<file path="config.mk">
export PLATFORM = sky130hd
export DESIGN_NAME = dsg_glue
export DESIGN_NICKNAME = d
export VERILOG_FILES = /design/src/verilog/dsg_pkg.sv /design/src/verilog/dsg_sync.sv /design/src/verilog/dsg_glue.sv
export SDC_FILE = /design/constraint.sdc
export NUM_CORES = 1
export LEC_CHECK = 0
export BUFFER_PORTS_ARGS = -buffer_cell sky130_fd_sc_hd__clkbuf_2
export CAP_MARGIN = 25
export CELL_PAD_IN_SITES_DETAIL_PLACEMENT = 0
export CELL_PAD_IN_SITES_GLOBAL_PLACEMENT = 2
export CORE_UTILIZATION = 45
export DETAILED_ROUTE_END_ITERATION = 7
export PLACE_DENSITY_LB_ADDON = 0.1
export SLEW_MARGIN = 20
export SYNTH_ARGS = -nofsm -noshare
export SYNTH_HDL_FRONTEND = slang
export SYNTH_HIERARCHICAL = 1
export SYNTH_SLANG_ARGS = --single-unit
</file>
<file path="constraint.sdc">
create_clock -name mclk -period 2.8 [get_ports mclk]
set_input_delay 0.56 -clock mclk [delete_from_list [all_inputs] [get_ports mclk]]
set_output_delay 0.56 -clock mclk [all_outputs]
set_load 0.02 [all_outputs]
</file>
<file path="src/verilog/dsg_pkg.sv">
package dsg_pkg;
    // ------------------------------------------------------------
    // Address decode
    // ------------------------------------------------------------
    localparam int IO_ADDR_W   = 8;
    localparam int SEL_LSB     = 2;
    localparam int SEL_W       = 3;
    localparam int NUM_SEL     = 8;
    localparam logic [IO_ADDR_W-1:0] SEL_BASE_DEF = 8'h80;
    localparam logic [IO_ADDR_W-1:SEL_LSB+SEL_W] SEL_PAGE_DEF = 3'h4;

    // ------------------------------------------------------------
    // Synchroniser
    // ------------------------------------------------------------
    localparam int SYNC_STAGES = 3;

    // ------------------------------------------------------------
    // Master ownership
    // ------------------------------------------------------------
    typedef enum logic [1:0] {
        DSG_OWN_CPU  = 2'b00,
        DSG_OWN_DMA  = 2'b01,
        DSG_OWN_NONE = 2'b10
    } dsg_owner_t;
endpackage : dsg_pkg

</file>
<file path="src/verilog/dsg_sync.sv">
`timescale 1ns/1ps
`default_nettype none
module dsg_sync #(
    parameter int         WIDTH = 1,
    parameter logic [0:0] RST_VAL = 1'b1
) (
    // Clock and reset
    input  wire logic             mclk,
    input  wire logic             reset_n,
    // Data
    input  wire logic [WIDTH-1:0] async_in,
    output logic      [WIDTH-1:0] sync_out
);
    logic [WIDTH-1:0] s1_ff;
    logic [WIDTH-1:0] s2_ff;
    logic [WIDTH-1:0] s3_ff;
    logic [WIDTH-1:0] out_ff;
    logic [WIDTH-1:0] nxt_out;

    // ------------------------------------------------------------
    // Accept a change once stages two and three agree
    // ------------------------------------------------------------
    always_comb begin
        nxt_out = out_ff;
        for (int i = 0; i < WIDTH; i++) begin
            if (s2_ff[i] == s3_ff[i]) begin
                nxt_out[i] = s3_ff[i];
            end
        end
    end

    always_ff @(posedge mclk or negedge reset_n) begin
        if (!reset_n) begin
            s1_ff  <= {WIDTH{RST_VAL}};
            s2_ff  <= {WIDTH{RST_VAL}};
            s3_ff  <= {WIDTH{RST_VAL}};
            out_ff <= {WIDTH{RST_VAL}};
        end else begin
            s1_ff  <= async_in;
            s2_ff  <= s1_ff;
            s3_ff  <= s2_ff;
            out_ff <= nxt_out;
        end
    end

    assign sync_out = out_ff;
endmodule // dsg_sync
`default_nettype wire

</file>
<file path="src/verilog/dsg_glue.sv">
`timescale 1ns/1ps
`default_nettype none
module dsg_glue
    import dsg_pkg::*;
#(
    parameter int         N_SEL     = dsg_pkg::NUM_SEL,
    parameter logic [2:0] SEL_PAGE  = dsg_pkg::SEL_PAGE_DEF,
    parameter logic [7:0] READABLE  = 8'hff,
    parameter logic       MULTI     = 1'b0,
    parameter logic       GATE_OPF  = 1'b1,
    parameter logic       MWR_DELAY = 1'b1
) (
    // Clock and reset
    input  wire logic                 mclk,
    input  wire logic                 reset_n,
    // System bus pins
    input  wire logic [7:0]           addr_lo,
    input  wire logic                 io_request_n,
    input  wire logic                 memory_request_n,
    input  wire logic                 opcode_fetch_n,
    input  wire logic                 read_n,
    input  wire logic                 write_n,
    input  wire logic                 wait_request_n,
    // Bus ownership
    input  wire logic                 bus_grant_n,
    input  wire logic                 grant_chain_in_n,
    input  wire logic                 grant_chain_out_n,
    // Flyby
    input  wire logic                 flyby_en,
    input  wire logic                 dma_read_n,
    // Selects and shared pin
    output logic [7:0]                periph_sel_n,
    output logic                      dma_sel_wait_n,
    // Buffer enables, low enables, and data direction
    output logic                      cpu_buf_oe_n,
    output logic                      dma_buf_oe_n,
    output logic                      data_buf_oe_n,
    output logic                      data_dir_out,
    // Flyby strobes
    output logic                      flyby_mem_write_n,
    output logic                      flyby_io_write_n,
    output logic                      flyby_io_read_n,
    // Status
    output dsg_pkg::dsg_owner_t       bus_owner
);
    import dsg_pkg::*;

    // ------------------------------------------------------------
    // Pin synchronisers
    // ------------------------------------------------------------
    localparam int NIN = 16;
    logic [NIN-1:0] raw_in;
    logic [NIN-1:0] syn;
    assign raw_in = {addr_lo, io_request_n, memory_request_n,
                     opcode_fetch_n, read_n, wait_request_n,
                     bus_grant_n, grant_chain_in_n, dma_read_n};

    dsg_sync #(.WIDTH(NIN), .RST_VAL(1'b1)) u_sync (
        .mclk     (mclk),
        .reset_n  (reset_n),
        .async_in (raw_in),
        .sync_out (syn)
    );

    logic [7:0] s_addr;
    logic s_ioreq_n, s_memory_request_n_n, s_opf_n, s_rd_n, s_wait_n;
    logic s_grant_n, s_gin_n, s_drd_n;
    assign {s_addr, s_ioreq_n, s_memory_request_n_n, s_opf_n, s_rd_n, s_wait_n,
            s_grant_n, s_gin_n, s_drd_n} = syn;

    // Grant-out and write come from the same clocked logic
    logic s_gout_n;
    logic s_wr_n;
    assign s_gout_n = grant_chain_out_n;
    assign s_wr_n   = write_n;

    // ------------------------------------------------------------
    // Next-state logic
    // ------------------------------------------------------------
    logic [7:0]  sel_n_ff, nxt_sel_n;
    logic        sw_ff, nxt_sw;
    logic        cpu_oe_ff, nxt_cpu_oe, dma_oe_ff, nxt_dma_oe;
    logic        dbuf_oe_ff, nxt_dbuf_oe, dir_ff, nxt_dir;
    logic        mwr_ff, nxt_mwr, flyby_io_write_n_ff, nxt_flyby_io_write_n, flyby_io_read_n_ff, nxt_flyby_io_read_n;
    logic        rd_neg_ff, nxt_rd_neg;
    dsg_owner_t  own_ff, nxt_own;
    logic        dma_master, vec_cycle, any_rd_sel;

    always_comb begin
        nxt_sel_n = 8'hff;
        if (!s_ioreq_n &&
            (s_addr[IO_ADDR_W-1:SEL_LSB+SEL_W] == SEL_PAGE) &&
            !(GATE_OPF && !s_opf_n)) begin
            nxt_sel_n[s_addr[SEL_LSB +: SEL_W]] = 1'b0;
        end
        dma_master = MULTI ? (!s_gin_n && s_gout_n)
                           : !s_grant_n;
        nxt_sw  = dma_master ? s_wait_n : nxt_sel_n[0];
        nxt_own = dma_master ? DSG_OWN_DMA : DSG_OWN_CPU;
        nxt_dma_oe = !dma_master;
        nxt_cpu_oe = dma_master;
        any_rd_sel = |(~nxt_sel_n & READABLE);
        vec_cycle  = !s_opf_n && !s_ioreq_n;
        nxt_dir = (any_rd_sel && !s_rd_n)
               || vec_cycle
               || (dma_master && !s_wr_n);
        nxt_dbuf_oe = 1'b0;
        // Flyby strobes track DMA read
        nxt_rd_neg = s_drd_n;
        nxt_flyby_io_read_n = !(flyby_en && dma_master && !s_drd_n);
        nxt_flyby_io_write_n = nxt_flyby_io_read_n;
        nxt_mwr  = MWR_DELAY ? (nxt_flyby_io_read_n | rd_neg_ff)
                             : nxt_flyby_io_read_n;
    end

    always_ff @(posedge mclk or negedge reset_n) begin
        if (!reset_n) begin
            sel_n_ff   <= 8'hff;
            sw_ff      <= 1'b1;
            cpu_oe_ff  <= 1'b0;
            dma_oe_ff  <= 1'b1;
            dbuf_oe_ff <= 1'b1;
            dir_ff     <= 1'b0;
            mwr_ff     <= 1'b1;
            flyby_io_write_n_ff    <= 1'b1;
            flyby_io_read_n_ff    <= 1'b1;
            rd_neg_ff  <= 1'b1;
            own_ff     <= DSG_OWN_CPU;
        end else begin
            sel_n_ff   <= nxt_sel_n;
            sw_ff      <= nxt_sw;
            cpu_oe_ff  <= nxt_cpu_oe;
            dma_oe_ff  <= nxt_dma_oe;
            dbuf_oe_ff <= nxt_dbuf_oe;
            dir_ff     <= nxt_dir;
            mwr_ff     <= nxt_mwr;
            flyby_io_write_n_ff    <= nxt_flyby_io_write_n;
            flyby_io_read_n_ff    <= nxt_flyby_io_read_n;
            rd_neg_ff  <= nxt_rd_neg;
            own_ff     <= nxt_own;
        end
    end

    // Unshared outputs are driven at all times
    assign periph_sel_n      = sel_n_ff;
    assign dma_sel_wait_n    = sw_ff;
    assign cpu_buf_oe_n      = cpu_oe_ff;
    assign dma_buf_oe_n      = dma_oe_ff;
    assign data_buf_oe_n     = dbuf_oe_ff;
    assign data_dir_out      = dir_ff;
    assign flyby_mem_write_n = mwr_ff;
    assign flyby_io_write_n  = flyby_io_write_n_ff;
    assign flyby_io_read_n   = flyby_io_read_n_ff;
    assign bus_owner         = own_ff;

    // ------------------------------------------------------------
    // Checks
    // ------------------------------------------------------------
    one_master_a: assert property (
        @(posedge mclk) disable iff (!reset_n)
        !(cpu_buf_oe_n == 1'b0 && dma_buf_oe_n == 1'b0))
        else $error("two masters enabled");
    grant_follow_a: assert property (
        @(posedge mclk) disable iff (!reset_n)
        (!MULTI && !s_grant_n) |=> !dma_buf_oe_n)
        else $error("dma buffers not enabled on grant");
    wait_steer_a: assert property (
        @(posedge mclk) disable iff (!reset_n)
        (!MULTI && !s_grant_n) |=> (dma_sel_wait_n == $past(s_wait_n)))
        else $error("wait not steered");
    sel_need_io_a: assert property (
        @(posedge mclk) disable iff (!reset_n)
        $past(s_ioreq_n) |-> (periph_sel_n == 8'hff))
        else $error("select without io request");
    sel_onehot_a: assert property (
        @(posedge mclk) disable iff (!reset_n)
        $countones(~periph_sel_n) <= 1)
        else $error("more than one select");
    dir_read_a: assert property (
        @(posedge mclk) disable iff (!reset_n)
        (any_rd_sel && !s_rd_n) |=> data_dir_out)
        else $error("data buffer not outward on read");
    flyby_pair_a: assert property (
        @(posedge mclk) disable iff (!reset_n)
        flyby_io_write_n == flyby_io_read_n)
        else $error("flyby strobes differ");
    flyby_idle_a: assert property (
        @(posedge mclk) disable iff (!reset_n)
        !$past(flyby_en) |-> flyby_io_read_n)
        else $error("flyby strobe outside flyby");
    mwr_after_rd_a: assert property (
        @(posedge mclk) disable iff (!reset_n)
        !flyby_mem_write_n |-> !$past(s_drd_n))
        else $error("memory write without dma read");
    chain_master_a: assert property (
        @(posedge mclk) disable iff (!reset_n)
        (MULTI && !s_gin_n && s_gout_n) |=> (bus_owner == DSG_OWN_DMA))
        else $error("chained dma not taken as master");
endmodule // dsg_glue
`default_nettype wire

</file>
Yosys cells after proc, flatten, opt, wreduce, memory -nomap -nowiden
Index checks and enable logic that the tools add are counted.
{"block": "op_classes", "order_cmp": 2, "n_eq_ne": 13, "n_mux": 5, "n_bitwise": 3, "n_reduce_logical": 18}
{"cell": "NOT 8 bit", "count": 2}
{"cell": "equality test 1 bit", "count": 12}
{"cell": "logical AND 1 bit", "count": 8}
{"cell": "two-way mux 8 bit", "count": 1}
{"cell": "OR reduction 8 bit", "count": 1}
{"cell": "logical NOT 1 bit", "count": 7}
{"cell": "less-than comparator 3 x 4 -> 1 bit (second input constant)", "count": 1}
{"cell": "demux 1 bit (select 3 bit)", "count": 1}
{"cell": "equality test 3 bit (second input constant)", "count": 1}
{"cell": "greater-or-equal comparator 3 x 1 -> 1 bit (second input constant)", "count": 1}
{"cell": "two-way mux 1 bit", "count": 3}
{"cell": "logical OR 1 bit", "count": 2}
{"cell": "bitwise OR 1 bit", "count": 1}
{"block": "word_totals", "register_bits": 78, "inputBits": 21, "output_inout_bits": 18, "wordCells": 66}

Depth between registers and ports, before layout
{"block": "depth", "ltp_word": 11, "mapped_depth": 2}

By module
The synthesis kept the hierarchy.
{"mod": "dsg_sync", "instances": 1, "cells_each": 80, "area_per_inst_um2": 1861.8, "seq_area_each_um2": 1681.6}
{"mod": "dsg_glue", "instances": 1, "cells_each": 44, "area_per_inst_um2": 623.1, "seq_area_each_um2": 417.9}

Worst setup path before layout
OpenSTA, ideal clock, no wires.
{"block": "synth_path", "kind": "flip-flop to output port", "from": "reg, netlist name flyby_io_read_n", "to": "out flyby_io_write_n", "t_arrival_ns": 0.720, "t_required_ns": 2.240, "slack_ns": 1.520, "path_stages_with_launch": 2, "cell_sequence": "dfstp_2 buf_4"}
{"item": "end: declaration", "line_no": "dsg_glue.sv:41", "rtl": "output logic flyby_io_write_n,"}

Worst setup path after layout
{"block": "layout_path", "from": "reg flyby_io_read_n_ff (netlist: flyby_io_read_n)", "to": "out flyby_io_read_n"}
{"item": "start: declaration", "line_no": "dsg_glue.sv:84", "rtl": "logic mwr_ff, nxt_mwr, flyby_io_write_n_ff, nxt_flyby_io_write_n, flyby_io_read_n_ff, nxt_flyby_io_read_n;"}
{"item": "start signal: assignment", "line_no": "dsg_glue.sv:138", "rtl": "flyby_io_read_n_ff <= nxt_flyby_io_read_n;"}
{"item": "end: declaration", "line_no": "dsg_glue.sv:42", "rtl": "output logic flyby_io_read_n,"}
No word-level cell between the ends.

==> flow_metrics.env <==
export IMPL_die_height_um=69.0
export IMPL_initial_core_util_pct=48.7
export IMPL_root_buffer="clkbuf_8"
export IMPL_cts_tree="done"
export IMPL_setup_viol=0
export IMPL_post_cts_buffers=0
export IMPL_gp_congestion=0.742
export IMPL_p_leak_uw=0.000988
export IMPL_core_area_um2=4140
export IMPL_portBuffers=32
export IMPL_cp_slowest_cell="dfstp_2"
export IMPL_stdcell_count=201
export IMPL_grt_max_degree=27
export IMPL_fin_nets=168
export IMPL_cp_slowest_stage_delay_ns=0.53
export IMPL_crit_path_start_kind="flip-flop"
export IMPL_syn_mean_instance_area_um2=19.4
export IMPL_fin_tns_setup_ns=0
export IMPL_firstDrtPassIters=4
export IMPL_p_per_area_nw_per_um2=750
export IMPL_io_pins=39
export IMPL_fill_cells=346
export IMPL_die_w_um=69.0
export IMPL_antenna_found_initial=0
export IMPL_synth_cells=104
export IMPL_r2r_start="u_sync/sync_out[15]"
export IMPL_slew_headroom_pct=66.2
export IMPL_area_growth_syn_to_layout_pct=18.6
export IMPL_arrival_ns=1.02
export IMPL_r2r_setup_slack_ns=1.61
export IMPL_insertion_delay_ns=0.33
export IMPL_path_cells="clkbuf_2"
export IMPL_max_vdd_ir_drop_v=0.000412
export IMPL_drive_above_1_share_pct=80.8
export IMPL_die_area_um2=4760
export IMPL_critical_path_class="flip-flop to output pin"
export IMPL_critPathMaxFanout=2
export IMPL_cts_sinks=64
export IMPL_overflow=0
export IMPL_r2r_cells=2
export IMPL_synthesis_area_um2=2020
export IMPL_required_ns=2.24
export IMPL_routed_via_density=4.63
export IMPL_drcViolationCount=0
export IMPL_cp_startpoint="flyby_io_read_n"
export IMPL_ant_nets=0
export IMPL_grt_pass1_wl_mm=4.29
export IMPL_vias=930
export IMPL_worst_pin_slew_ns=0.507
export IMPL_cts_reportedPaths_clkPinSlew_ns=0.06
export IMPL_hold_violations=0
export IMPL_cp_num_cells=1
export IMPL_ctsHtreeMaxLevel=3
export IMPL_crit_family="flip-flops"
export IMPL_finalCritPeriodShare_pct=56.4
export IMPL_cp_end_kind="output pin"
export IMPL_antenna_cells=0
export IMPL_rsz0062_at_grt="false"
export IMPL_place_inst=186
export IMPL_first_iter_violations=48
export IMPL_path_buf_inv=1
export IMPL_grt_pass1_vias=900
export IMPL_wl_per_cell_um=13.3
export IMPL_endpoint="flyby_io_read_n"
export IMPL_hpwl_mm=1.79
export IMPL_rr_endpoint="periph_sel_n[0]"
export IMPL_status="complete, no violations"
export IMPL_ctsLongestPathBuffers=2
export IMPL_hold_path_class="input port to async pin"
export IMPL_track_usage_pct=14.2
export IMPL_rows=23
export IMPL_fin_crit_ns=1.58
export IMPL_totalWireLength_mm=2.67
export IMPL_drv_slew=0
export IMPL_cts_buffers=9
export IMPL_fin_worst_skew_ns=0.00725
export IMPL_hold_buffers=0
export IMPL_cts_resized=0
export IMPL_yosys_warnings=6
export IMPL_cap_viol_max_count=0
export IMPL_fmax_ghz=0.633
## state kept, by name, summed over array words and instances, names as in the netlist
| signal | count |
|---|---|
| periph_sel_n | 8 |
| flyby_mem_write_n | 1 |
| data_dir_out | 1 |
| rd_neg_ff | 1 |
| flyby_io_read_n | 1 |
| u_sync/s3_ff | 12 |
| data_buf_oe_n | 1 |
| dma_buf_oe_n | 1 |
| dma_sel_wait_n | 1 |
| u_sync/sync_out | 12 |
| u_sync/s2_ff | 12 |
| u_sync/s1_ff | 12 |
| bus_owner | 1 |
## worst min-delay path by stage
stage | start | end | slack, ns | cells after the start
after global routing | reset_n | bus_owner[0] | 0.20 | 1
after CTS | reset_n | bus_owner[0] | 0.18 | 1
final | reset_n | bus_owner[0] | 0.19 | 1
after global placement | u_sync/s1_ff[13] | u_sync/s2_ff[13] | 0.35 | 0
after detailed placement | u_sync/s1_ff[10] | u_sync/s2_ff[10] | 0.35 | 0
after floorplan | reset_n | bus_owner[0] | 0.26 | 0
## through the flow
| stage | total power (uW) | hold slack [ns] | util [%] | instance area [um2] | setup slack, ns |
|---|---|---|---|---|---|
| 3_5_place_dp | 1180 | 0.347 | 54.0 | 2240 | 1.47 |
| 3_3_place_gp | 1180 | 0.346 | 54.0 | 2240 | 1.50 |
| 4_1_cts | 1830 | 0.178 | 57.8 | 2400 | 1.19 |
| 2_1_floorplan | 1130 | 0.264 | - | 2020 | 1.52 |
| 5_1_grt | 1880 | 0.202 | 57.8 | 2400 | 1.17 |
| 6_report | 1800 | 0.187 | 57.8 | 2400 | 1.22 |
## layout by cell type (no fill, tap or decap), drive strengths merged, types with 2 or more instances in the layout
cell	count
inv	2
nand3	4
maj3	12
conb	2
dfrtp	2
nor2	2
dfstp	62
nor2b	3
nor4b	2
clkbuf	46
nand4	4
buf	2
## power by group
group	internal, uW	switching [uW]	total [uW]
clock	340	292	632
sequential	1020	41.9	1060
combinational	46.7	55.2	102
## per-layer routing
layer	up-vias	wire length, um	GRT usage (%)
li1	430	-	-
met1	453	1180	15.8
met2	37	1200	19.9
met3	10	174	6.58
met4	0	112	13.3
met5	-	0	0
## final cells by class
cell class	instances	area [um2]	area share [%]
Clock buffer	14	153	6.37
Sequential cell	64	1680	70.1
Clock inverter	1	5.00	0.209
Timing Repair Buffer	34	175	7.31
Inverter	2	7.51	0.313
Multi-Input combinational cell	36	314	13.1
Tap cell	50	62.6	2.61
Note: power is estimated with default switching activity, not from simulation.
